===== src/verilog/pllcs_defines.vh =====
/*
  Register indices, field positions, reset values and widths for the
  clock-select control block. Assumes byte address = 4 * index on APB.
*/
`ifndef PLLCS_DEFINES_VH
`define PLLCS_DEFINES_VH

// Register indices (byte address is four times the index)
`define PLLCS_IDX_OSC_CTRL 22'h3F0001
`define PLLCS_IDX_PLL_A_DIV 22'h3F00A8
`define PLLCS_IDX_PLL_A_CTRL 22'h3F00AA
`define PLLCS_IDX_PLL_B_DIV 22'h3F00AC
`define PLLCS_IDX_PLL_B_CTRL 22'h3F00AE
`define PLLCS_IDX_IRQ_STATUS 22'h3F00B0
`define PLLCS_IDX_IRQ_MASK 22'h3F00B1

// Reset values
`define PLLCS_RST_OSC_CTRL 8'h00
`define PLLCS_RST_PLL_DIV 16'h0000
`define PLLCS_RST_PLL_CTRL 8'h00
`define PLLCS_RST_IRQ 4'h0

// Control register fields
`define PLLCS_BIT_ENABLE 0
`define PLLCS_BIT_LOCK 1
`define PLLCS_BIT_MAIN_SEL 2
`define PLLCS_USB_LSB 2
`define PLLCS_USB_MSB 3
`define PLLCS_AUDIO_LSB 4
`define PLLCS_AUDIO_MSB 6

// Oscillator control fields
`define PLLCS_BIT_SYS_SEL 0
`define PLLCS_BIT_SUB_STOP 2
`define PLLCS_BIT_MAIN_STOP 3

// Divider fields
`define PLLCS_S_LSB 0
`define PLLCS_S_MSB 1
`define PLLCS_M_LSB 2
`define PLLCS_M_MSB 15
`define PLLCS_M_OFFSET 15'h0002

// Audio clock select codes
`define PLLCS_AUDIO_ZERO 3'h5

// USB clock select code with no source behind it
`define PLLCS_USB_NONE 2'h3

// Interrupt status / mask bits
`define PLLCS_IRQ_A_LOCKED 0
`define PLLCS_IRQ_A_LOST 1
`define PLLCS_IRQ_B_LOCKED 2
`define PLLCS_IRQ_B_LOST 3
`define PLLCS_IRQ_W 4

`endif


===== src/verilog/pllcs_end.v =====
`timescale 1ns/100ps


===== src/verilog/pllcs_lock_sync.v =====
/*
  Lock-detect synchroniser with edge pulses.
  Assumes lock_async comes from the analog PLL, outside the clk domain.
*/
`timescale 1ns/100ps
module pllcs_lock_sync (
  // Clock and reset
  input wire clk,
  input wire rst,
  // Raw detector level
  input wire lock_async,
  // Synchronised level and edges
  output reg lock_level,
  output wire rise_pulse,
  output wire fall_pulse
);

  reg meta_reg;
  reg sync_reg;

  // First stage feeds only the second
  always @(posedge clk) begin
    if (rst) begin
      meta_reg <= 1'b0;
      sync_reg <= 1'b0;
      lock_level <= 1'b0;
    end else begin
      meta_reg <= lock_async;
      sync_reg <= meta_reg;
      lock_level <= sync_reg;
    end
  end

  assign rise_pulse = sync_reg & ~lock_level;
  assign fall_pulse = ~sync_reg & lock_level;

endmodule


===== src/verilog/pllcs_top.v =====
/*
  Clock-source and PLL setting control with APB register access,
  lock-detect flags and lock-change interrupt.
  Assumes the analog PLLs, oscillators and glitch-free clock muxes sit
  outside and take the select, enable and divider outputs as levels.
*/
// Added by the designer: the APB register port.
`timescale 1ns/100ps
`include "pllcs_defines.vh"
module pllcs_top #(
  parameter ADDR_W = 24
) (
  // Clock and reset
  input wire clk,
  input wire rst,
  // APB slave
  input wire psel,
  input wire penable,
  input wire pwrite,
  input wire [ADDR_W-1:0] paddr,
  input wire [31:0] pwdata,
  input wire [3:0] pstrb,
  output reg [31:0] prdata,
  output reg pready,
  output reg pslverr,
  // Lock detectors (asynchronous)
  input wire pll_a_lock_in,
  input wire pll_b_lock_in,
  // PLL A controls
  output reg pll_a_enable,
  output reg [13:0] pll_a_m,
  output reg [1:0] pll_a_s,
  output reg [14:0] pll_a_feedback_div,
  // PLL B controls
  output reg pll_b_enable,
  output reg [13:0] pll_b_m,
  output reg [1:0] pll_b_s,
  output reg [14:0] pll_b_feedback_div,
  // Clock selects
  output reg main_clk_sel_pll,
  output reg [2:0] audio_clk_sel,
  output reg [1:0] usb_clk_sel,
  output reg usb_clk_valid,
  output reg sys_clk_sel_sub,
  // Oscillator stops
  output reg main_osc_stop,
  output reg sub_osc_stop,
  // Interrupt
  output reg irq
);

  localparam [2:0] SEL_OSC = 3'h0;
  localparam [2:0] SEL_A_DIV = 3'h1;
  localparam [2:0] SEL_A_CTRL = 3'h2;
  localparam [2:0] SEL_B_DIV = 3'h3;
  localparam [2:0] SEL_B_CTRL = 3'h4;
  localparam [2:0] SEL_STAT = 3'h5;
  localparam [2:0] SEL_MASK = 3'h6;
  localparam [2:0] SEL_NONE = 3'h7;

  // Maps a word index to a register number
  function [2:0] reg_decode;
    input [21:0] idx;
    begin
      case (idx)
        `PLLCS_IDX_OSC_CTRL: reg_decode = SEL_OSC;
        `PLLCS_IDX_PLL_A_DIV: reg_decode = SEL_A_DIV;
        `PLLCS_IDX_PLL_A_CTRL: reg_decode = SEL_A_CTRL;
        `PLLCS_IDX_PLL_B_DIV: reg_decode = SEL_B_DIV;
        `PLLCS_IDX_PLL_B_CTRL: reg_decode = SEL_B_CTRL;
        `PLLCS_IDX_IRQ_STATUS: reg_decode = SEL_STAT;
        `PLLCS_IDX_IRQ_MASK: reg_decode = SEL_MASK;
        default: reg_decode = SEL_NONE;
      endcase
    end
  endfunction

  // Feedback division M + 2 from a divider word
  function [14:0] feedback_div;
    input [15:0] word;
    begin
      feedback_div = {1'b0, word[`PLLCS_M_MSB:`PLLCS_M_LSB]} + `PLLCS_M_OFFSET;
    end
  endfunction

  // Byte-lane merge of a 16-bit register
  function [15:0] lane_merge;
    input [15:0] old_val;
    input [15:0] new_val;
    input [1:0] strb;
    begin
      lane_merge[7:0] = strb[0] ? new_val[7:0] : old_val[7:0];
      lane_merge[15:8] = strb[1] ? new_val[15:8] : old_val[15:8];
    end
  endfunction

  // Register storage
  reg [7:0] osc_ctrl_reg;
  reg [7:0] osc_ctrl_next;
  reg [15:0] pll_a_div_reg;
  reg [15:0] pll_a_div_next;
  reg [15:0] pll_b_div_reg;
  reg [15:0] pll_b_div_next;
  reg [2:0] pll_a_ctrl_reg;
  reg [2:0] pll_a_ctrl_next;
  reg [6:0] pll_b_ctrl_reg;
  reg [6:0] pll_b_ctrl_next;
  reg [`PLLCS_IRQ_W-1:0] irq_status_reg;
  reg [`PLLCS_IRQ_W-1:0] irq_status_next;
  reg [`PLLCS_IRQ_W-1:0] irq_mask_reg;
  reg [`PLLCS_IRQ_W-1:0] irq_mask_next;

  // Bus and read path
  reg [31:0] rdata_next;
  wire [2:0] reg_sel;
  wire acc_phase;
  wire done;
  wire wr_done;
  wire rd_done;
  wire [`PLLCS_IRQ_W-1:0] irq_events;

  // Synchronised lock levels and edges
  wire a_lock;
  wire a_rise;
  wire a_fall;
  wire b_lock;
  wire b_rise;
  wire b_fall;

  pllcs_lock_sync u_sync_a (
    .clk(clk),
    .rst(rst),
    .lock_async(pll_a_lock_in),
    .lock_level(a_lock),
    .rise_pulse(a_rise),
    .fall_pulse(a_fall)
  );

  pllcs_lock_sync u_sync_b (
    .clk(clk),
    .rst(rst),
    .lock_async(pll_b_lock_in),
    .lock_level(b_lock),
    .rise_pulse(b_rise),
    .fall_pulse(b_fall)
  );

  assign reg_sel = reg_decode(paddr[23:2]);
  assign acc_phase = psel & penable;
  // One wait state: pready rises in the second access cycle
  assign done = acc_phase & pready;
  assign wr_done = done & pwrite & (reg_sel != SEL_NONE);
  assign rd_done = done & ~pwrite;

  assign irq_events[`PLLCS_IRQ_A_LOCKED] = a_rise;
  assign irq_events[`PLLCS_IRQ_A_LOST] = a_fall;
  assign irq_events[`PLLCS_IRQ_B_LOCKED] = b_rise;
  assign irq_events[`PLLCS_IRQ_B_LOST] = b_fall;

  // Register write and status update
  always @* begin
    osc_ctrl_next = osc_ctrl_reg;
    pll_a_div_next = pll_a_div_reg;
    pll_b_div_next = pll_b_div_reg;
    pll_a_ctrl_next = pll_a_ctrl_reg;
    pll_b_ctrl_next = pll_b_ctrl_reg;
    irq_mask_next = irq_mask_reg;
    irq_status_next = irq_status_reg;
    if (wr_done) begin
      case (reg_sel)
        SEL_OSC: begin
          if (pstrb[0]) begin
            osc_ctrl_next[`PLLCS_BIT_MAIN_STOP] = pwdata[`PLLCS_BIT_MAIN_STOP];
            osc_ctrl_next[`PLLCS_BIT_SUB_STOP] = pwdata[`PLLCS_BIT_SUB_STOP];
            osc_ctrl_next[`PLLCS_BIT_SYS_SEL] = pwdata[`PLLCS_BIT_SYS_SEL];
          end
        end
        SEL_A_DIV: begin
          pll_a_div_next = lane_merge(pll_a_div_reg, pwdata[15:0], pstrb[1:0]);
        end
        SEL_B_DIV: begin
          pll_b_div_next = lane_merge(pll_b_div_reg, pwdata[15:0], pstrb[1:0]);
        end
        SEL_A_CTRL: begin
          // Lock position is not stored; it always shows the detector
          if (pstrb[0]) begin
            pll_a_ctrl_next[`PLLCS_BIT_MAIN_SEL] = pwdata[`PLLCS_BIT_MAIN_SEL];
            pll_a_ctrl_next[`PLLCS_BIT_ENABLE] = pwdata[`PLLCS_BIT_ENABLE];
            pll_a_ctrl_next[`PLLCS_BIT_LOCK] = 1'b0;
          end
        end
        SEL_B_CTRL: begin
          if (pstrb[0]) begin
            pll_b_ctrl_next[`PLLCS_AUDIO_MSB:`PLLCS_AUDIO_LSB] =
              pwdata[`PLLCS_AUDIO_MSB:`PLLCS_AUDIO_LSB];
            pll_b_ctrl_next[`PLLCS_USB_MSB:`PLLCS_USB_LSB] =
              pwdata[`PLLCS_USB_MSB:`PLLCS_USB_LSB];
            pll_b_ctrl_next[`PLLCS_BIT_ENABLE] = pwdata[`PLLCS_BIT_ENABLE];
            pll_b_ctrl_next[`PLLCS_BIT_LOCK] = 1'b0;
          end
        end
        SEL_MASK: begin
          if (pstrb[0]) begin
            irq_mask_next = pwdata[`PLLCS_IRQ_W-1:0];
          end
        end
        default: begin
          irq_mask_next = irq_mask_reg;
        end
      endcase
    end
    // Read clears status; a new event in the same cycle still sets
    if (rd_done && reg_sel == SEL_STAT) begin
      irq_status_next = {`PLLCS_IRQ_W{1'b0}};
    end
    irq_status_next = irq_status_next | irq_events;
  end

  // Read data for the current address
  always @* begin
    rdata_next = 32'h0000_0000;
    case (reg_sel)
      SEL_OSC: begin
        rdata_next[7:0] = osc_ctrl_reg;
      end
      SEL_A_DIV: begin
        rdata_next[15:0] = pll_a_div_reg;
      end
      SEL_B_DIV: begin
        rdata_next[15:0] = pll_b_div_reg;
      end
      SEL_A_CTRL: begin
        rdata_next[2:0] = pll_a_ctrl_reg;
        rdata_next[`PLLCS_BIT_LOCK] = a_lock;
      end
      SEL_B_CTRL: begin
        rdata_next[6:0] = pll_b_ctrl_reg;
        rdata_next[`PLLCS_BIT_LOCK] = b_lock;
      end
      SEL_STAT: begin
        // An event in the cycle before pready rises must be reported too
        rdata_next[`PLLCS_IRQ_W-1:0] = irq_status_reg | irq_events;
      end
      SEL_MASK: begin
        rdata_next[`PLLCS_IRQ_W-1:0] = irq_mask_reg;
      end
      default: begin
        rdata_next = 32'h0000_0000;
      end
    endcase
  end

  // APB handshake; prdata registered on the same edge that pready rises
  always @(posedge clk) begin
    if (rst) begin
      pready <= 1'b0;
      pslverr <= 1'b0;
      prdata <= 32'h0000_0000;
    end else begin
      pready <= acc_phase & ~pready;
      if (acc_phase && !pready) begin
        pslverr <= (reg_sel == SEL_NONE);
        prdata <= pwrite ? 32'h0000_0000 : rdata_next;
      end else begin
        pslverr <= 1'b0;
        prdata <= 32'h0000_0000;
      end
    end
  end

  // Register state
  always @(posedge clk) begin
    if (rst) begin
      osc_ctrl_reg <= `PLLCS_RST_OSC_CTRL;
      pll_a_div_reg <= `PLLCS_RST_PLL_DIV;
      pll_b_div_reg <= `PLLCS_RST_PLL_DIV;
      pll_a_ctrl_reg <= 3'h0;
      pll_b_ctrl_reg <= 7'h00;
      irq_status_reg <= `PLLCS_RST_IRQ;
      irq_mask_reg <= `PLLCS_RST_IRQ;
    end else begin
      osc_ctrl_reg <= osc_ctrl_next;
      pll_a_div_reg <= pll_a_div_next;
      pll_b_div_reg <= pll_b_div_next;
      pll_a_ctrl_reg <= pll_a_ctrl_next;
      pll_b_ctrl_reg <= pll_b_ctrl_next;
      irq_status_reg <= irq_status_next;
      irq_mask_reg <= irq_mask_next;
    end
  end

  // Outputs follow the next register values so they change with the write
  always @(posedge clk) begin
    if (rst) begin
      pll_a_enable <= 1'b0;
      pll_a_m <= 14'h0000;
      pll_a_s <= 2'h0;
      pll_a_feedback_div <= `PLLCS_M_OFFSET;
      pll_b_enable <= 1'b0;
      pll_b_m <= 14'h0000;
      pll_b_s <= 2'h0;
      pll_b_feedback_div <= `PLLCS_M_OFFSET;
      main_clk_sel_pll <= 1'b0;
      audio_clk_sel <= 3'h0;
      usb_clk_sel <= 2'h0;
      usb_clk_valid <= 1'b1;
      sys_clk_sel_sub <= 1'b0;
      main_osc_stop <= 1'b0;
      sub_osc_stop <= 1'b0;
      irq <= 1'b0;
    end else begin
      pll_a_enable <= pll_a_ctrl_next[`PLLCS_BIT_ENABLE];
      pll_b_enable <= pll_b_ctrl_next[`PLLCS_BIT_ENABLE];
      pll_a_m <= pll_a_div_next[`PLLCS_M_MSB:`PLLCS_M_LSB];
      pll_a_s <= pll_a_div_next[`PLLCS_S_MSB:`PLLCS_S_LSB];
      pll_a_feedback_div <= feedback_div(pll_a_div_next);
      pll_b_m <= pll_b_div_next[`PLLCS_M_MSB:`PLLCS_M_LSB];
      pll_b_s <= pll_b_div_next[`PLLCS_S_MSB:`PLLCS_S_LSB];
      pll_b_feedback_div <= feedback_div(pll_b_div_next);
      main_clk_sel_pll <= pll_a_ctrl_next[`PLLCS_BIT_MAIN_SEL];
      // Codes above the zero source are held at zero to avoid a stray clock
      if (pll_b_ctrl_next[`PLLCS_AUDIO_MSB:`PLLCS_AUDIO_LSB] > `PLLCS_AUDIO_ZERO) begin
        audio_clk_sel <= `PLLCS_AUDIO_ZERO;
      end else begin
        audio_clk_sel <= pll_b_ctrl_next[`PLLCS_AUDIO_MSB:`PLLCS_AUDIO_LSB];
      end
      usb_clk_sel <= pll_b_ctrl_next[`PLLCS_USB_MSB:`PLLCS_USB_LSB];
      usb_clk_valid <=
        (pll_b_ctrl_next[`PLLCS_USB_MSB:`PLLCS_USB_LSB] != `PLLCS_USB_NONE);
      sys_clk_sel_sub <= osc_ctrl_next[`PLLCS_BIT_SYS_SEL];
      main_osc_stop <= osc_ctrl_next[`PLLCS_BIT_MAIN_STOP];
      sub_osc_stop <= osc_ctrl_next[`PLLCS_BIT_SUB_STOP];
      irq <= |(irq_status_next & irq_mask_next);
    end
  end

endmodule


===== config.mk =====
export PLATFORM = sky130hd
export DESIGN_NAME = pllcs_top
export DESIGN_NICKNAME = d
export VERILOG_FILES = /design/src/verilog/pllcs_end.v /design/src/verilog/pllcs_lock_sync.v /design/src/verilog/pllcs_top.v
export VERILOG_INCLUDE_DIRS = /design/src /design/src/verilog
export SDC_FILE = /design/constraint.sdc
export NUM_CORES = 1
export LEC_CHECK = 0
export ABC_AREA = 1
export BUFFER_PORTS_ARGS = -buffer_cell sky130_fd_sc_hd__buf_2
export CAP_MARGIN = 20
export CORE_MARGIN = 3
export CORE_UTILIZATION = 47
export DETAILED_ROUTE_END_ITERATION = 8
export MAX_ROUTING_LAYER = met4
export PLACE_DENSITY = 0.77
export SYNTH_ARGS = -nofsm -noshare
export SYNTH_HDL_FRONTEND = slang
export SYNTH_SLANG_ARGS = --single-unit

===== constraint.sdc =====
create_clock -name clk -period 2.12 [get_ports clk]
set_input_delay 0.106 -clock clk [delete_from_list [all_inputs] [get_ports clk]]
set_output_delay 0.106 -clock clk [all_outputs]
set_load 0.05 [all_outputs]

==> flow_metrics.py <==
metrics = {
    "status": {
        "status": "completed",
    },
    "global_routing": {
        "antenna_found_initial": 0,
        "grt_pass1_vias": 5182,
        "grt-ovfl-total": 0,
        "grt_max_degree": 55,
        "grt_use_total": 0.230,
        "grt_pass1_wl_um": 24000,
    },
    "place": {
        "dpl.hpwl_um": 11200,
        "place_inst": 1159,
        "gp_congestion": 0.883,
        "port_buffers": 139,
        "dpl-instance-area_mm2": 0.00666,
    },
    "die": {
        "initial_core_util": 0.484,
        "io_pins": 176,
        "fp.dieH_um": 115,
        "dieArea_mm2": 0.0132,
        "core_area_mm2": 0.0115,
        "rows": 39,
        "die_w_um": 115,
    },
    "detailed_routing": {
        "post_drt_wl_per_cell_um": 12.6,
        "antenna_left": 0,
        "firstDrtPassIters": 5,
        "drt_iter0_drc": 495,
        "drc": 0,
        "drt-vias-per-instance": 4.91,
        "vias": 5799,
        "wl_um": 14900,
    },
    "timing": {
        "fin_crit_sh": 0.944,
        "min_period_ps": 2000,
        "max_slew_margin": 0.584,
        "worst_pin_slew_ps": 623,
        "hold_viol": 0,
        "final_max_slew_viol_count": 0,
        "max_freq_mhz": 499,
        "fin_skew_ps": 5.78,
        "setup_viol": 0,
    },
    "run": {
        "drv_cap": 0,
    },
    "synth": {
        "ys.flop_type": "dfxtp_1",
        "yosysTopAreaCellShare": 0.389,
        "synthCells": 850,
        "ys_ff_latch": 108,
        "ys_warn_count": 0,
        "synth-edff-count": 0,
        "netlist-cell-type-count": 35,
        "yosys.area.top_type": "dfxtp_1",
        "ys_seq_area_frac": 0.389,
        "synth_area_mm2": 0.00555,
        "async_reset_ff_frac": 0,
        "avgSynthCellArea_um2": 6.53,
        "synth.area.top_cells": "dfxtp_1 39%, nand2_1 14%, nor2_1 8.2%",
        "synth.top_cells.by_count": "213 x nand2_1, 122 x nor2_1, 108 x dfxtp_1",
        "synth_most_common_cell": "nand2_1",
    },
    "cts": {
        "cts.sinks": 108,
        "cts-root-buf": "clkbuf_16",
        "clock_latency_ps": 350,
        "clk_pin_slew_worst_paths_ps": 70,
        "numCtsBuffers": 9,
        "h-tree-depth": 3,
        "clock_path_buffers": 2,
        "cts_tree": "built",
    },
    "worst_hold_path": {
        "min_delay_path_depth": 3,
        "hold_class": "input pin to flip-flop",
    },
    "setup_path": {
        "reg2reg_setup_slack_ps": 140,
        "crit_chain": "buf_2 > nor2_1 > nand2_1 > nor2_4 > buf_4 > nand3_1 > nand2_2 > nor2_4 > nand2_8 > nand2_4 > buf_4 > nand2_1 > nand2_1 > nor2_1 > nand2_1 > nor2_4 > nand3_1 > nand2_1 > nor2_1",
        "crit_slowest_cell": "nor2_1",
        "reg2reg_to": "pll_b_feedback_div[12]$_SDFF_PP0_",
        "slowest_delay_ps": 230,
        "startpoint": "paddr[17]",
        "crit_path_start_kind": "input pin",
        "r2r-start": "pready$_SDFF_PP0_",
        "cp_max_fo": 8,
        "end_kind": "flip-flop",
        "r2r_cells": 12,
        "cp_common_cell": "nand2_1",
        "required_ps": 2370,
        "critPathKind": "input pin to flip-flop",
        "worstPathArrival_ps": 2250,
        "cp-endpoint": "pll_b_feedback_div[12]$_SDFF_PP0_",
    },
    "cells_and_area": {
        "fill_cells": 1095,
        "fin_area_mm2": 0.00705,
        "area_growth_pct": 27.0,
        "fin_cells": 1182,
        "diodes": 0,
        "multiInputGateArea_mm2": 0.00281,
        "regArea_mm2": 0.00217,
        "nets": 1102,
        "drive_gt1_frac": 0.253,
    },
    "pwr": {
        "p_per_area_mw_per_mm2": 555,
        "vdd_drop_max_uv": 476,
        "leakage_nw": 3.57,
    },
}
## report_power, final
group          switching, mW  total [mW]  internal, mW
registers            0.00453        2.04          2.04
clock network          0.744        1.61         0.862
logic                  0.185       0.266        0.0806
total                  0.934        3.91          2.98
## cell type report
type                            instances  share of cell area
Multi-Input combinational cell        601               0.399
Sequential cell                       108               0.307
Clock buffer                           11              0.0358
Inverter                              111              0.0591
Clock inverter                          5             0.00461
Timing Repair Buffer                  203               0.169
Tap cell                              143              0.0254
## what timing repair did
action	4_1_cts	5_1_grt
hold endpoints to repair	3	0
hold buffers	4	0
setup endpoints to repair	0	7
buffers inserted	0	3
gates resized for setup	0	11
## layer usage
layer / GRT usage / wire, um / vias to the layer above / part of all wire
met5: - / 0 / - / 0
met4: 0.0876 / 365 / 0 / 0.024
met3: 0.0370 / 853 / 33 / 0.057
met2: 0.340 / 6510 / 175 / 0.44
met1: 0.318 / 7180 / 2567 / 0.48
li1: - / - / 3024 / -
## per-stage QoR
step / power, mW / worst slack (ps) / util / setup TNS [ps] / hold slack [ps]
after floorplan: 2.28 / 38.4 / - / 0 / 183
after global placement: 2.34 / -111 / 0.580 / -435 / 307
after detailed placement: 2.34 / -143 / 0.580 / -795 / 313
after CTS: 3.93 / 138 / 0.609 / 0 / 33.2
after global routing: 4.05 / -42.0 / 0.615 / -308 / 73.6
final: 3.91 / 118 / 0.615 / 0 / 43.3
## critical path, delay by kind of cell
family / cells / cell delay (ps)
AND/OR/NAND/NOR: 16 / 1750
buffers and inverters: 3 / 400
## cells in the final DEF, fill, tap and decap left out, types with 6 or more instances in the layout
cell type,count
o21ai_0,66
nor3_1,7
o21ai_1,6
nand2_2,9
nor2_2,7
nor2_4,14
dfxtp_1,107
inv_1,106
buf_2,139
nor2_1,121
conb_1,16
buf_4,58
nand3_1,44
o211ai_1,7
a21oi_1,54
nand2_1,212
nand4_1,10
clkbuf_16,9
## logic make-up (layout without fill, tap and decap cells)
kind of cell | count (synthesis) | in the layout | synth area share
DFF | 108 | 108 | 0.389
other | 1 | 16 | 0.000675
and+or+nand+nor | 440 | 440 | 0.348
AOI/OAI and AO/OA | 144 | 144 | 0.137
adders and majority gates | 1 | 1 | 0.00225
buffers and inverters | 156 | 330 | 0.123
## worst min-delay path by stage
stage                       start                             to  slack (ps)
floorplan                     rst              pready$_SDFF_PP0_         180
global placement    pll_a_lock_in   u_sync_a.meta_reg$_SDFF_PP0_         310
detailed placement  pll_b_lock_in   u_sync_b.meta_reg$_SDFF_PP0_         310
CTS                     pwdata[1]  pll_a_div_reg[1]$_SDFFE_PP0P_          30
global route            pwdata[0]  pll_a_div_reg[0]$_SDFFE_PP0P_          70
finish                  pwdata[1]  pll_a_div_reg[1]$_SDFFE_PP0P_          40
No activity file was read; power rests on OpenSTA's default activity.
